[src/pkg/dual_port_i2c_defs.svh]
`ifndef DUAL_PORT_I2C_DEFS_SVH
`define DUAL_PORT_I2C_DEFS_SVH

// fixed upper bits of the unique target address, bits 7..4 of the address byte
`define DPI_ADDR_UPPER      4'h4
// bits in one byte, and bit count at which the byte is complete
`define DPI_BYTE_BITS       4'h8
// byte sent once the announced count is exhausted
`define DPI_FILL_BYTE       8'hff
// event lines per port
`define DPI_EVENT_W         8
// reset values
`define DPI_RST_BYTE        8'h00
`define DPI_RST_ADDR        7'h00
`define DPI_RST_CNT         4'h0

`endif

[src/pkg/dual_port_i2c_pkg.sv]
package dual_port_i2c_pkg;

   typedef enum logic [8:0] {
      PS_IDLE   = 9'h001,
      PS_ADDR   = 9'h002,
      PS_ACK    = 9'h004,
      PS_RX     = 9'h008,
      PS_RXHOLD = 9'h010,
      PS_LOAD   = 9'h020,
      PS_TX     = 9'h040,
      PS_MACK   = 9'h080,
      PS_DONE   = 9'h100
   } port_state_t;

   typedef struct packed {
      port_state_t state;
      logic [1:0]  sclSync;
      logic [1:0]  sdaSync;
      logic        sclPrev;
      logic        sdaPrev;
      logic [3:0]  bitCnt;
      logic [7:0]  shift;
      logic        readDir;
      logic        masterAck;
      logic        sdaPull;
      logic        firstByte;
      logic        rxValid;
      logic [7:0]  rxData;
      logic        rxIsReg;
      logic [7:0]  regNum;
      logic        countPhase;
      logic [7:0]  remain;
      logic [6:0]  ownAddr;
      logic        addrLive;
      logic        bootPrev;
      logic        irqN;
   } port_regs_t;

endpackage

[src/verilog/dual_port_i2c_target.sv]
`include "dual_port_i2c_defs.svh"

// one serial target port: start/stop, address, byte moves, stretching, irq
module i2c_target_port (
   // clock and reset
   input  wire logic                         clk,
   input  wire logic                         rstn,
   // bus pins
   input  wire logic                         sclIn,
   output logic                              sclOut,
   output logic                              sclOe,
   input  wire logic                         sdaIn,
   output logic                              sdaOut,
   output logic                              sdaOe,
   output logic                              irqN,
   // boot and address
   input  wire logic                         bootDone,
   input  wire logic [2:0]                   strapCode,
   // events
   input  wire logic [`DPI_EVENT_W-1:0]      eventPending,
   input  wire logic [`DPI_EVENT_W-1:0]      eventMask,
   // received bytes
   output logic                              rxValid,
   input  wire logic                         rxReady,
   output logic [7:0]                        rxData,
   output logic                              rxIsReg,
   output logic [7:0]                        regNum,
   // bytes to send
   output logic                              txReq,
   output logic                              txCount,
   input  wire logic                         txValid,
   input  wire logic [7:0]                   txData,
   // status
   output logic                              busy
);

   dual_port_i2c_pkg::port_regs_t q;
   dual_port_i2c_pkg::port_regs_t n;

   logic sclS;
   logic sdaS;
   logic sclRise;
   logic sclFall;
   logic startSeen;
   logic stopSeen;
   logic needCore;

   assign sclS      = q.sclSync[1];
   assign sdaS      = q.sdaSync[1];
   assign sclRise   = sclS & ~q.sclPrev;
   assign sclFall   = ~sclS & q.sclPrev;
   assign startSeen = sclS & q.sclPrev & q.sdaPrev & ~sdaS;
   assign stopSeen  = sclS & q.sclPrev & ~q.sdaPrev & sdaS;
   assign needCore  = q.countPhase | (q.remain != `DPI_RST_BYTE);

   always_comb begin
      n = q;
      n.sclSync = {q.sclSync[0], sclIn};
      n.sdaSync = {q.sdaSync[0], sdaIn};
      n.sclPrev = sclS;
      n.sdaPrev = sdaS;
      n.bootPrev = bootDone;
      // address fixed by boot before the port answers
      if (bootDone && !q.bootPrev) begin
         n.ownAddr  = {`DPI_ADDR_UPPER, strapCode};
         n.addrLive = 1'b1;
      end
      n.irqN = ~|(eventPending & eventMask);
      if (q.rxValid && rxReady) begin
         n.rxValid = 1'b0;
      end
      if (startSeen) begin
         // start or repeated start from any state
         n.state   = dual_port_i2c_pkg::PS_ADDR;
         n.bitCnt  = `DPI_RST_CNT;
         n.sdaPull = 1'b0;
      end else if (stopSeen) begin
         n.state   = dual_port_i2c_pkg::PS_IDLE;
         n.sdaPull = 1'b0;
      end else begin
         unique case (q.state)
            dual_port_i2c_pkg::PS_IDLE: begin
               n.sdaPull = 1'b0;
            end
            dual_port_i2c_pkg::PS_ADDR: begin
               if (sclRise) begin
                  // msb first, direction bit last
                  n.shift  = {q.shift[6:0], sdaS};
                  n.bitCnt = q.bitCnt + 4'h1;
               end else if (sclFall && q.bitCnt == `DPI_BYTE_BITS) begin
                  if (q.addrLive && q.shift[7:1] == q.ownAddr) begin
                     n.sdaPull    = 1'b1;
                     n.readDir    = q.shift[0];
                     n.countPhase = q.shift[0];
                     n.firstByte  = ~q.shift[0];
                     n.state      = dual_port_i2c_pkg::PS_ACK;
                  end else begin
                     n.state = dual_port_i2c_pkg::PS_IDLE;
                  end
               end
            end
            dual_port_i2c_pkg::PS_ACK: begin
               if (sclFall) begin
                  // release after the acknowledge clock
                  n.sdaPull = 1'b0;
                  n.bitCnt  = `DPI_RST_CNT;
                  if (q.readDir) begin
                     n.state = dual_port_i2c_pkg::PS_LOAD;
                  end else begin
                     n.state = dual_port_i2c_pkg::PS_RX;
                  end
               end
            end
            dual_port_i2c_pkg::PS_RX: begin
               if (sclRise) begin
                  n.shift  = {q.shift[6:0], sdaS};
                  n.bitCnt = q.bitCnt + 4'h1;
               end else if (sclFall && q.bitCnt == `DPI_BYTE_BITS) begin
                  // first byte after the address is the register number
                  n.rxData  = q.shift;
                  n.rxIsReg = q.firstByte;
                  if (q.firstByte) begin
                     n.regNum = q.shift;
                  end
                  n.firstByte = 1'b0;
                  n.rxValid   = 1'b1;
                  n.state     = dual_port_i2c_pkg::PS_RXHOLD;
               end
            end
            dual_port_i2c_pkg::PS_RXHOLD: begin
               // clock held low until the core takes the byte
               if (!q.rxValid || rxReady) begin
                  n.sdaPull = 1'b1;
                  n.state   = dual_port_i2c_pkg::PS_ACK;
               end
            end
            dual_port_i2c_pkg::PS_LOAD: begin
               // count byte first, then that many data bytes
               if (!needCore) begin
                  n.shift   = `DPI_FILL_BYTE;
                  n.sdaPull = 1'b0;
                  n.bitCnt  = `DPI_RST_CNT;
                  n.state   = dual_port_i2c_pkg::PS_TX;
               end else if (txValid) begin
                  n.shift   = txData;
                  n.sdaPull = ~txData[7];
                  n.bitCnt  = `DPI_RST_CNT;
                  n.state   = dual_port_i2c_pkg::PS_TX;
                  if (q.countPhase) begin
                     n.remain     = txData;
                     n.countPhase = 1'b0;
                  end else begin
                     n.remain = q.remain - 8'h01;
                  end
               end
            end
            dual_port_i2c_pkg::PS_TX: begin
               if (sclRise) begin
                  n.bitCnt = q.bitCnt + 4'h1;
               end else if (sclFall) begin
                  if (q.bitCnt == `DPI_BYTE_BITS) begin
                     n.sdaPull = 1'b0;
                     n.state   = dual_port_i2c_pkg::PS_MACK;
                  end else begin
                     // next bit changes only while the clock is low
                     n.shift   = {q.shift[6:0], 1'b0};
                     n.sdaPull = ~q.shift[6];
                  end
               end
            end
            dual_port_i2c_pkg::PS_MACK: begin
               if (sclRise) begin
                  n.masterAck = ~sdaS;
               end else if (sclFall) begin
                  if (q.masterAck) begin
                     n.state = dual_port_i2c_pkg::PS_LOAD;
                  end else begin
                     n.sdaPull = 1'b0;
                     n.state   = dual_port_i2c_pkg::PS_DONE;
                  end
               end
            end
            dual_port_i2c_pkg::PS_DONE: begin
               n.sdaPull = 1'b0;
            end
            default: begin
               n.state   = dual_port_i2c_pkg::PS_IDLE;
               n.sdaPull = 1'b0;
            end
         endcase
      end
   end

   always_ff @(posedge clk or negedge rstn) begin
      if (!rstn) begin
         q            <= '0;
         q.state      <= dual_port_i2c_pkg::PS_IDLE;
         q.sclSync    <= 2'h3;
         q.sdaSync    <= 2'h3;
         q.sclPrev    <= 1'b1;
         q.sdaPrev    <= 1'b1;
         q.bitCnt     <= `DPI_RST_CNT;
         q.shift      <= `DPI_RST_BYTE;
         q.rxData     <= `DPI_RST_BYTE;
         q.regNum     <= `DPI_RST_BYTE;
         q.remain     <= `DPI_RST_BYTE;
         q.ownAddr    <= `DPI_RST_ADDR;
         q.irqN       <= 1'b1;
      end else begin
         q <= n;
      end
   end

   // open-drain pins: drive low only, enable high while pulling
   assign sdaOut  = 1'b0;
   assign sdaOe   = q.sdaPull;
   assign sclOut  = 1'b0;
   assign sclOe   = (q.state == dual_port_i2c_pkg::PS_RXHOLD) |
                    ((q.state == dual_port_i2c_pkg::PS_LOAD) & needCore);
   assign irqN    = q.irqN;
   assign rxValid = q.rxValid;
   assign rxData  = q.rxData;
   assign rxIsReg = q.rxIsReg;
   assign regNum  = q.regNum;
   assign txReq   = (q.state == dual_port_i2c_pkg::PS_LOAD) & needCore;
   assign txCount = q.countPhase;
   assign busy    = (q.state != dual_port_i2c_pkg::PS_IDLE);

endmodule

// Behaviour
// two serial ports, same behaviour, each own data, clock and interrupt lines
// each port leaves reset as a bus target
// each port has its own event mask for its interrupt line
// ports work at standard and fast bus rates
// the controller begins a transfer only while the bus is idle
// start is data falling while clock high; it begins a transaction
// controller sends address msb first, direction bit last
// on own address the device pulls data low through the ninth clock
// one bit per clock pulse; data stable while clock high
// stop is data rising while clock high; device returns to idle
// any number of bytes; each byte followed by one acknowledge bit
// transmitter releases data after each byte for the acknowledge
// as receiver the device acknowledges every byte
// reading controller acknowledges all but the last byte
// after a missing acknowledge the device releases data for stop
// device may hold clock low after a byte until ready
// controller waits while the clock is stretched
// controller keeps a minimum high time after a stretch, 4 us standard
// any clock pulse may be stretched, usually near the acknowledge
// boot fixes the address before the port responds
// address is fixed upper bits, strap field in bits 3..1, direction bit 0
// first written byte is the register number, later bytes its data
// strap field is zero for grounded strap, all ones for open strap
// a read returns a byte count N, then N data bytes
// interrupt line low while any unmasked event pending, else high
module dual_port_i2c_target (
   // clock and reset
   input  wire logic                             clk,
   input  wire logic                             rstn,
   // port a pins
   input  wire logic                             port_a_serial_clock_in,
   output logic                                  port_a_serial_clock_out,
   output logic                                  port_a_serial_clock_oe,
   input  wire logic                             port_a_serial_data_in,
   output logic                                  port_a_serial_data_out,
   output logic                                  port_a_serial_data_oe,
   output logic                                  port_a_interrupt_n,
   // port b pins
   input  wire logic                             port_b_serial_clock_in,
   output logic                                  port_b_serial_clock_out,
   output logic                                  port_b_serial_clock_oe,
   input  wire logic                             port_b_serial_data_in,
   output logic                                  port_b_serial_data_out,
   output logic                                  port_b_serial_data_oe,
   output logic                                  port_b_interrupt_n,
   // boot and strap
   input  wire logic                             bootDone,
   input  wire logic [2:0]                       strapCode,
   // events, index 0 port a, index 1 port b
   input  wire logic [1:0][`DPI_EVENT_W-1:0]     eventPending,
   input  wire logic [1:0][`DPI_EVENT_W-1:0]     eventMask,
   // received bytes
   output logic [1:0]                            rxValid,
   input  wire logic [1:0]                       rxReady,
   output logic [1:0][7:0]                       rxData,
   output logic [1:0]                            rxIsReg,
   output logic [1:0][7:0]                       regNum,
   // bytes to send
   output logic [1:0]                            txReq,
   output logic [1:0]                            txCount,
   input  wire logic [1:0]                       txValid,
   input  wire logic [1:0][7:0]                  txData,
   // status
   output logic [1:0]                            busy
);

   // identical ports with the same core access
   i2c_target_port portA (
      .clk          (clk),
      .rstn         (rstn),
      .sclIn        (port_a_serial_clock_in),
      .sclOut       (port_a_serial_clock_out),
      .sclOe        (port_a_serial_clock_oe),
      .sdaIn        (port_a_serial_data_in),
      .sdaOut       (port_a_serial_data_out),
      .sdaOe        (port_a_serial_data_oe),
      .irqN         (port_a_interrupt_n),
      .bootDone     (bootDone),
      .strapCode    (strapCode),
      .eventPending (eventPending[0]),
      .eventMask    (eventMask[0]),
      .rxValid      (rxValid[0]),
      .rxReady      (rxReady[0]),
      .rxData       (rxData[0]),
      .rxIsReg      (rxIsReg[0]),
      .regNum       (regNum[0]),
      .txReq        (txReq[0]),
      .txCount      (txCount[0]),
      .txValid      (txValid[0]),
      .txData       (txData[0]),
      .busy         (busy[0])
   );

   i2c_target_port portB (
      .clk          (clk),
      .rstn         (rstn),
      .sclIn        (port_b_serial_clock_in),
      .sclOut       (port_b_serial_clock_out),
      .sclOe        (port_b_serial_clock_oe),
      .sdaIn        (port_b_serial_data_in),
      .sdaOut       (port_b_serial_data_out),
      .sdaOe        (port_b_serial_data_oe),
      .irqN         (port_b_interrupt_n),
      .bootDone     (bootDone),
      .strapCode    (strapCode),
      .eventPending (eventPending[1]),
      .eventMask    (eventMask[1]),
      .rxValid      (rxValid[1]),
      .rxReady      (rxReady[1]),
      .rxData       (rxData[1]),
      .rxIsReg      (rxIsReg[1]),
      .regNum       (regNum[1]),
      .txReq        (txReq[1]),
      .txCount      (txCount[1]),
      .txValid      (txValid[1]),
      .txData       (txData[1]),
      .busy         (busy[1])
   );

endmodule

[config.mk]
export PLATFORM = sky130hd
export DESIGN_NAME = dual_port_i2c_target
export DESIGN_NICKNAME = d
export VERILOG_FILES = /design/src/pkg/dual_port_i2c_pkg.sv /design/src/verilog/dual_port_i2c_target.sv
export VERILOG_INCLUDE_DIRS = /design/src /design/src/pkg
export SDC_FILE = /design/constraint.sdc
export NUM_CORES = 1
export LEC_CHECK = 0
export BUFFER_PORTS_ARGS = -buffer_cell sky130_fd_sc_hd__buf_2
export CAP_MARGIN = 20
export CORE_ASPECT_RATIO = 1.25
export CORE_MARGIN = 2
export CORE_UTILIZATION = 25
export CTS_CLUSTER_DIAMETER = 200
export DETAILED_ROUTE_END_ITERATION = 10
export PLACE_DENSITY = 0.45
export SYNTH_ARGS = -nofsm -noshare
export SYNTH_HDL_FRONTEND = slang
export SYNTH_SLANG_ARGS = --single-unit
[constraint.sdc]
create_clock -name clk -period 4 [get_ports clk]
set_clock_uncertainty 0.15 [all_clocks]
set_input_delay 0.4 -clock clk [delete_from_list [all_inputs] [get_ports clk]]
set_output_delay 0.4 -clock clk [all_outputs]
set_load 0.1 [all_outputs]
== Word-level counts from Yosys, hierarchy flattened ==
Index checks and enable logic that the tools add are counted.
Widths: inputs -> output; s select.
Cells by class
  add/subtract/negate cells: 4
  equality and inequality tests: 90
  mux-type cells: 138
  bitwise logic cells: 42
  reductions and logical operators: 52
Operators by type and width (count)
  $mux 9: 36
  $pmux 9 s8: 2
  $mux 27: 4
  $mux 8: 12
  $mux 19: 4
  $mux 12: 6
  $ne 4x1->1 const B: 16
  $pmux 8 s3: 2
  $reduce_and 8->1: 6
  $mux 1: 44
  $ne 4x4->1 const B: 10
  $mux 18: 2
  $reduce_and 6->1: 6
  $pmux 4 s4: 2
  $ne 3x1->1 const B: 10
  $mux 14: 2
  $ne 2x1->1 const B: 14
  $reduce_and 13->1: 2
  $mux 4: 6
  $reduce_and 12->1: 2
  $ne 2x2->1 const B: 10
  $not 1->1: 20
  $reduce_and 5->1: 4
  $eq 9x1->1 const B: 2
  other kinds (34): 102
Word-level totals
  bits in registers: 124
  bits of input ports: 62

== Logic depth before layout (Yosys ltp) ==
Gate-level depths: netlist of run 1.
  word-level depth: 8
  depth in mapped cells: 10
  depth with buffers taken out: 8

== Modules after synthesis ==
From an unflattened synthesis of run 1, not the netlist that was laid out.
Second synthesis, totals
  cells, all modules: 738
  area total of the unflattened synthesis: 7156.9 µm²
By module, submodules not included
  i2c_target_port (portA): instances 1, cells an instance 388, area each 3667.3 µm²
  i2c_target_port (portB): instances 1, cells an instance 350, area each 3489.6 µm²

== Worst setup path before layout of run 1 ==
Ideal clock, no wire load.
  kind: reg-to-output
  start point: register portA.q[63] (netlist name)
  end point: output port port_a_serial_clock_oe
  arrival: 2089 ps
  data required time: 3450 ps
  setup slack: 1361 ps
  stages on the path, launching flop included: 7
  path buffers: 2
  path through: dfrtp_1 -> nor4_4 -> and3_1 -> buf_2 -> nand2_1 -> clkbuf_1 -> nand2_1
Between the ends
  cells in the longest elaborated chain, start to end: 3
RTL lines
  start: declaration: line dual_port_i2c_target.sv:37  | dual_port_i2c_pkg::port_regs_t q;
  start signal: assignment: line dual_port_i2c_target.sv:210  | q <= n;
  $eq 9x6->1: line dual_port_i2c_target.sv:219  | ((q.state == dual_port_i2c_pkg::PS_LOAD) & needCore);
  $and 1x1->1: line dual_port_i2c_target.sv:219
  $or 1x1->1 (*): line dual_port_i2c_target.sv:218  | assign sclOe = (q.state == dual_port_i2c_pkg::PS_RXHOLD) |
  end: declaration: line dual_port_i2c_target.sv:264  | output logic port_a_serial_clock_oe,
Every way passes the cells marked *; elsewhere a longest branch is shown, timed or not.

== Worst setup path after layout of run 1 ==
  start point: register portA.q[61] (netlist name)
  end point: output port txReq[0]
Between the ends
  cells in the longest elaborated chain, start to end: 2
RTL lines
  $eq 9x6->1: line dual_port_i2c_target.sv:225  | assign txReq = (q.state == dual_port_i2c_pkg::PS_LOAD) & needCore;
  $and 1x1->1: line dual_port_i2c_target.sv:225
  end: declaration: line dual_port_i2c_target.sv:290  | output logic [1:0] txReq,
Every way passes these cells.

==> run summary, run 1 <==
Worst Setup End Kind: output pin
Design area: 8360 µm²
FP Rows: 69
Max FO, Critical Path: 14
Wire length per cell: 17.6 µm
Die X: 155 µm
Commonest cells post-synth: 107 x dfrtp_1, 56 x nor2_1, 48 x buf_4
Power Density: 396 nW/µm²
Pre-Repair DR Iteration Count: 4
Hpwl dp: 14900 µm
Cell count after placement: 1113
CTS HTree Levels: 4
Area occupied by multi-input gates: 3430 µm²
Post-synth top area share: 37.5%
Clock transition at path regs: 0.06 ns
Tmin final: 3.30 ns
Max_cap viols: 0
RD Place Congestion: 0.840
Via density: 4.88
Floorplan core area: 28200 µm²
Final #Nets: 853
FF+latch count, synth: 123
RSZ-0062 raised after global routing: false
CP Class: reg -> out
Vias in the first global route: 5589
Die Ht: 193 µm
Synth unique cells: 81
Die area: 29900 µm²
Core Util, Final: 29.6%
Post-detailed-routing wire length: 20300 µm
Detail Route Antenna Nets: 0
Final setup violation count: 0
XOR/XNOR Fraction of Synth Area: 2.09%
Synth top area cells: dfrtp_1 38%, dfstp_2 5.9%, buf_4 5.0%
FF/Latch Area: 3100 µm²
CTS tree: yes
Number of I/O pins: 114
Seq/Total Area, Yosys: 43.4%
Instance count of the mapped netlist: 713
Hold WC Path Type: in -> reg
Slew of the pin with the lowest slew margin: 0.775 ns
Clock tree buffer depth: 2
Pins Over Slew Limit: 0
Number of CTS-inserted buffers: 17
Relative slew margins: 48.4%
Fmax: 303 MHz
Synthesized-area fraction occupied by adder cells: 1.40%
Global-route wire length before repair: 32200 µm
Status: finished clean
Synth Area in Compound Gates: 14.8%
Fillers: 2959
Async S/R FF share, synth: 100%
Via count: 5623
Total gr overflow: 0
Share of cells above drive strength 1: 30.5%
Critical Path AT: 2.75 ns
Setup tns final: 0 ns
Detailed Route Iter0 Violations: 321
Maximum VDD drop: 237 µV
Clk Latency, worst-skew pair: 0.43 ns
Syn-to-layout area delta: 17.2%
Root Buffer: clkbuf_16
Period utilization: 82.6%
WP data required: 3.45 ns
DP Area: 7690 µm²
Simple-Gate Fraction of Synth Area: 19.7%
Clock sink count: 123
Startpoint Class: flip-flop
Avg Cell Area, Syn: 10.0 µm²
Final Hold Vio Count: 0
Mapped Area: 7140 µm²
Fin cells: 1152
# DRC: 0
Largest family of logic cells by synthesized area: simple AND/OR/NAND/NOR gates
Synth Warn #: 0
Post-synth top area cell: dfrtp_1
EDFF count, synth: 0
Top-count cell post-synth: dfrtp_1
Leak: 3.94 nW
Mux share of post-synthesis cell area: 9.78%
GRT Total Usage: 14.1%
PortBufs: 109
Top FF cell, synth: dfrtp_1
Largest net degree at the start of global routing: 80
Starting Density: 25.3%
Initial antenna violation count: 2
-- per-layer routing --
metal  track usage [%]  vias up  wire length, µm
li1                  -     2677                -
met1              17.0     2782             8810
met2              24.3      135            10200
met3              3.50       27              976
met4              4.91        2              337
met5                 0        -               16
-- cell families (layout without fill, tap and decap cells) --
family / count (synthesis) / in the layout
buf+inv: 104 / 184
fa+ha+maj: 8 / 8
other cells: 1 / 5
mux: 58 / 58
simple gates: 245 / 245
compound gates: 157 / 157
flops: 123 / 123
xor+xnor: 17 / 17
-- path summary, 6_finish.rpt --
| path | startpoint | end | slack [ns] | depth (start not counted) |
|---|---|---|---|---|
| worst max-delay path | portA.q[61] | txReq[0] | 0.70 | 6 |
| worst min-delay path | strapCode[1] | portA.q[4] | 0.06 | 2 |
| worst max register to register | portB.q[67] | portB.q[46] | 1.10 | 6 |
| worst min register to register | portA.n[56] | portA.n[53] | 0.20 | 0 |
| max in group asynchronous | rstn | portB.q[54] | 2.36 | 3 |
| min in group asynchronous | rstn | portB.q[11] | 0.43 | 2 |
-- power by group --
group | switching [W] | internal [W] | total, W
Combinational | 0.000210 | 0.000130 | 0.000339
Sequential | 0.0000587 | 0.00129 | 0.00135
Clock | 0.000625 | 0.000999 | 0.00162
-- sequential cells by signal, summed over array words and instances, names as in the netlist --
register       count
portB.rxIsReg      1
portB.rxData       8
portA.irqN         1
portA.n            4
portB.n            4
portB.irqN         1
portB.q           35
portA.rxValid      1
portA.q           38
portA.txCount      1
portB.txCount      1
portA.rxData       8
portA.rxIsReg      1
portB.regNum       8
portB.sdaOe        1
portA.regNum       8
portA.sdaOe        1
portB.rxValid      1
-- repair_timing --
action / in CTS / in global routing
hold endpoints to repair: 79 / 0
gates resized for setup: 0 / 0
hold buffers: 6 / 0
setup buffers: 0 / 0
-- final cells by class --
type / instances / area share (%)
diodes: 1 / 0.0299
clock inverters: 13 / 1.99
repair buffers: 123 / 8.03
well taps: 355 / 5.31
clock buffers: 19 / 5.30
flip-flops and latches: 123 / 37.0
multi-input cells: 489 / 41.0
inverters: 29 / 1.30
-- layout by cell type (no fill, tap or decap), types with 16 or more instances in the layout --
cell and n:
nand2_1 42, buf_2 108, nor2_1 56, mux2_4 16, dfrtp_1 107, nand3_1 17, o22ai_1 18, inv_1 29
a21oi_1 26, mux2_2 28, o21ai_0 41, dfstp_2 16, nor3_1 32, clkbuf_16 17
-- worst max-delay path, stage by stage, from the launching register on --
cell	delay (ns)
dfrtp_1	0.52
nor4_4	0.42
and3_1	0.21
buf_4	0.20
nand2_1	0.30
inv_1	0.23
buf_2	0.46
-- per-stage QoR --
| stage | hold WS (ns) | setup WS [ns] | total power (W) |
|---|---|---|---|
| finish | 0.0588 | 0.695 | 0.00331 |
| global route | 0.0436 | 0.536 | 0.00347 |
| CTS | 0.0362 | 0.673 | 0.00337 |
| detailed placement | 0.197 | 1.14 | 0.00171 |
| global placement | 0.196 | 1.20 | 0.00171 |
| floorplan | -0.0456 | 1.36 | 0.00159 |
(Power assumes the default switching activity.)
==> run 2: changes to the inputs <==
--- a/config.mk
+++ b/config.mk
@@ -6,6 +6,7 @@
 export SDC_FILE = /design/constraint.sdc
 export NUM_CORES = 1
 export LEC_CHECK = 0
+export ABC_AREA = 1
 export BUFFER_PORTS_ARGS = -buffer_cell sky130_fd_sc_hd__buf_2
 export CAP_MARGIN = 20
 export CORE_ASPECT_RATIO = 1.25
==> constraint.sdc (replaced) <==
create_clock -name clk -period 3.3 [get_ports clk]
set_clock_uncertainty 0.15 [all_clocks]
set_input_delay 0.33 -clock clk [delete_from_list [all_inputs] [get_ports clk]]
set_output_delay 0.33 -clock clk [all_outputs]
set_load 0.1 [all_outputs]
==> run summary, run 2 <==
Flip-flop count of the largest register after layout: 38
Via density: 4.40
Maximum VDD drop: 338 µV
EDFF count, synth: 0
Clock tree buffer depth: 2
Worst Setup End Kind: output pin
Die Ht: 197 µm
Power share of the clock group: 35.0%
Clk Latency, worst-skew pair: 0.43 ns
Area occupied by multi-input gates: 3440 µm²
Async S/R FF share, synth: 100%
# DRC: 0
Synth top area cells: dfrtp_1 36%, nand2_1 13%, inv_1 5.9%
Floorplan core area: 29300 µm²
Synth unique cells: 37
Worst path most repeated cell: nor2_4
Avg Cell Area, Syn: 7.41 µm²
Clock transition at path regs: 0.06 ns
Worst Path Buf+Inv: 3
Sequential share of power: 33.2%
Instance count of the mapped netlist: 1010
Post-synth top area cell: dfrtp_1
FF/Latch Area: 3100 µm²
Wire length per cell: 14.5 µm
Starting Density: 25.5%
Regs by FF count: portA.q x38, portB.q x35
Startpoint Class: flip-flop
Fillers: 3233
Relative slew margins: 49.6%
R2R depth: 9
CTS HTree Levels: 4
PortBufs: 109
Worst Min Path Start: strapCode[1]
Design area: 8920 µm²
Top FF cell, synth: dfrtp_1
Share of cells above drive strength 1: 21.0%
Most frequent cells in the layout: 251 x nand2_1, 117 x inv_1, 108 x buf_2
Hold Path Stages: 3
Pre-Repair DR Iteration Count: 5
Mapped Area: 7480 µm²
FF-to-FF Start: portA.q[66]
Simple-Gate Fraction of Synth Area: 31.3%
RD Place Congestion: 0.895
FF-to-FF End: portA.q[16]
Number of I/O pins: 114
Min Hold Slack: 0.0269 ns
FP Rows: 70
Final Hold Vio Count: 0
Largest family of logic cells by synthesized area: simple AND/OR/NAND/NOR gates
NetSw: 0.00224 W
Synth Warn #: 0
Final #Nets: 1169
Via count: 6645
Core Util, Final: 30.4%
CTS tree: yes
Setup tns final: 0 ns
P_int: 0.00341 W
Synth Area in Compound Gates: 11.4%
Seq/Total Area, Yosys: 41.4%
Root Buffer: clkbuf_16
Top-count cell post-synth: nand2_1
Period utilization: 86.8%
Hpwl dp: 16700 µm
Detail Route Antenna Nets: 0
Hold buffer count at cts: 19
Delay-heaviest family, CP: simple AND/OR/NAND/NOR gates
Syn-to-layout area delta: 19.2%
Die X: 159 µm
CTS resizes: 0
Tmin final: 2.86 ns
RSZ-0062 raised after global routing: false
Global-route wire length before repair: 35400 µm
Post-synth top area share: 35.8%
Max_cap viols: 0
Synthesized-area fraction occupied by adder cells: 1.34%
Final setup violation count: 0
Proportion of power drawn by combinational gates: 31.8%
DP Area: 8120 µm²
Fmax: 349 MHz
CP cell instances: nor2_4, nand3_2, nor2_4, inv_2, nor2_4, inv_2, nand2_1, buf_2
Critical Path AT: 2.38 ns
Initial antenna violation count: 1
Postcts setup bufs: 0
Total gr overflow: 0
CP Class: reg -> out
Die area: 31300 µm²
Setup WS pre-CTS: 0.855 ns
Number of CTS-inserted buffers: 17
Pins Over Slew Limit: 0
Clock sink count: 123
Largest register by flop count: portA.q
Power Density: 632 nW/µm²
Sw Ratio: 39.6%
Leak: 4.51 nW
Hold Path End: portA.q[4]
Slew of the pin with the lowest slew margin: 0.756 ns
Detailed Route Iter0 Violations: 334
Mux share of post-synthesis cell area: 0.134%
Hold WC Path Type: in -> reg
Commonest non-fill, non-tap cell in the layout: nand2_1
Reg2reg setup slack: 0.87 ns
Post-detailed-routing wire length: 21900 µm
Worst path depth: 8
FF+latch count, synth: 123
Status: finished clean
Vias in the first global route: 6532
GRT Total Usage: 14.5%
Max FO, Critical Path: 15
Commonest cells post-synth: 251 x nand2_1, 117 x inv_1, 107 x dfrtp_1
WP data required: 2.82 ns
Critical-path top delay cell: buf_2
CP peak stage delay: 0.44 ns
XOR/XNOR Fraction of Synth Area: 1.52%
PnR worst setup slack: 0.437 ns
Largest net degree at the start of global routing: 73
-- run 2: cell types whose count changed after synthesis, moves of 14 or more --
cell     delta
nor2_4     +14
nand2_1   +209
o21ai_1    +32
nor2_1     +45
mux2_2     -28
o22ai_1    -15
nand3_1    +66
mux2_4     -16
inv_1      +88
nor3_1     -26
o21ai_0    +36
-- run 2: final cells by class --
class                      count  share of cell area [%]
multi-input combinational    694                    38.6
sequential                   123                    34.7
timing repair buffer         132                    8.79
tap                          396                    5.55
inverter                     131                    5.51
clock buffer                  19                    4.96
clock inverter                13                    1.88
antenna                        1                  0.0280
-- run 2: stage by stage --
stage	power, W	cells
detailed placement	0.00369	1457
CTS	0.00572	1508
finish	0.00564	1509
global placement	0.00368	1457
global route	0.00601	1508
floorplan	0.00331	1013
-- run 2: logic make-up (layout without fill, tap and decap cells) --
family	after synthesis	in the layout
AOI/OAI and AO/OA	155	155
xor gates and xnor gates	13	13
adders and majority gates	8	8
buffers and inverters	196	295
DFF	123	123
muxes	1	1
other	1	5
and+or+nand+nor	513	513
-- run 2: worst max path at each step --
stage / from / endpoint / slack [ns]
final: portA.q[66] / port_a_serial_clock_oe / 0.44
after global routing: portA.q[67] / port_a_serial_clock_oe / 0.24
after CTS: portA.q[66] / port_a_serial_clock_oe / 0.41
after floorplan: portA.q[60] / port_a_serial_clock_oe / 1.08
after global placement: portA.q[66] / portA.q[16] / 0.86
after detailed placement: portA.q[66] / portA.q[16] / 0.86
-- run 2: worst min-delay path, stage by stage --
cell,delay (ns)
buf_2,0.08
nor2_1,0.04
a21oi_1,0.11
-- run 2: metal layers --
metal / wire (µm) / up-vias / part of all wire [%] / track usage, %
met5: 0 / - / 0 / 0
met2: 10900 / 140 / 50 / 25.3
met4: 554 / 0 / 2.5 / 5.57
li1: - / 3376 / - / -
met1: 9630 / 3096 / 44 / 17.4
met3: 782 / 33 / 3.6 / 3.07
-- run 2: power by group through the flow --
| stage | registers (W) | logic, W | clock network [W] |
|---|---|---|---|
| after floorplan | 0.00188 | 0.00143 | 0 |
| after global placement | 0.00190 | 0.00178 | 0 |
| after detailed placement | 0.00190 | 0.00179 | 0 |
| after CTS | 0.00188 | 0.00181 | 0.00203 |
| after global routing | 0.00191 | 0.00200 | 0.00210 |
| final | 0.00188 | 0.00180 | 0.00197 |
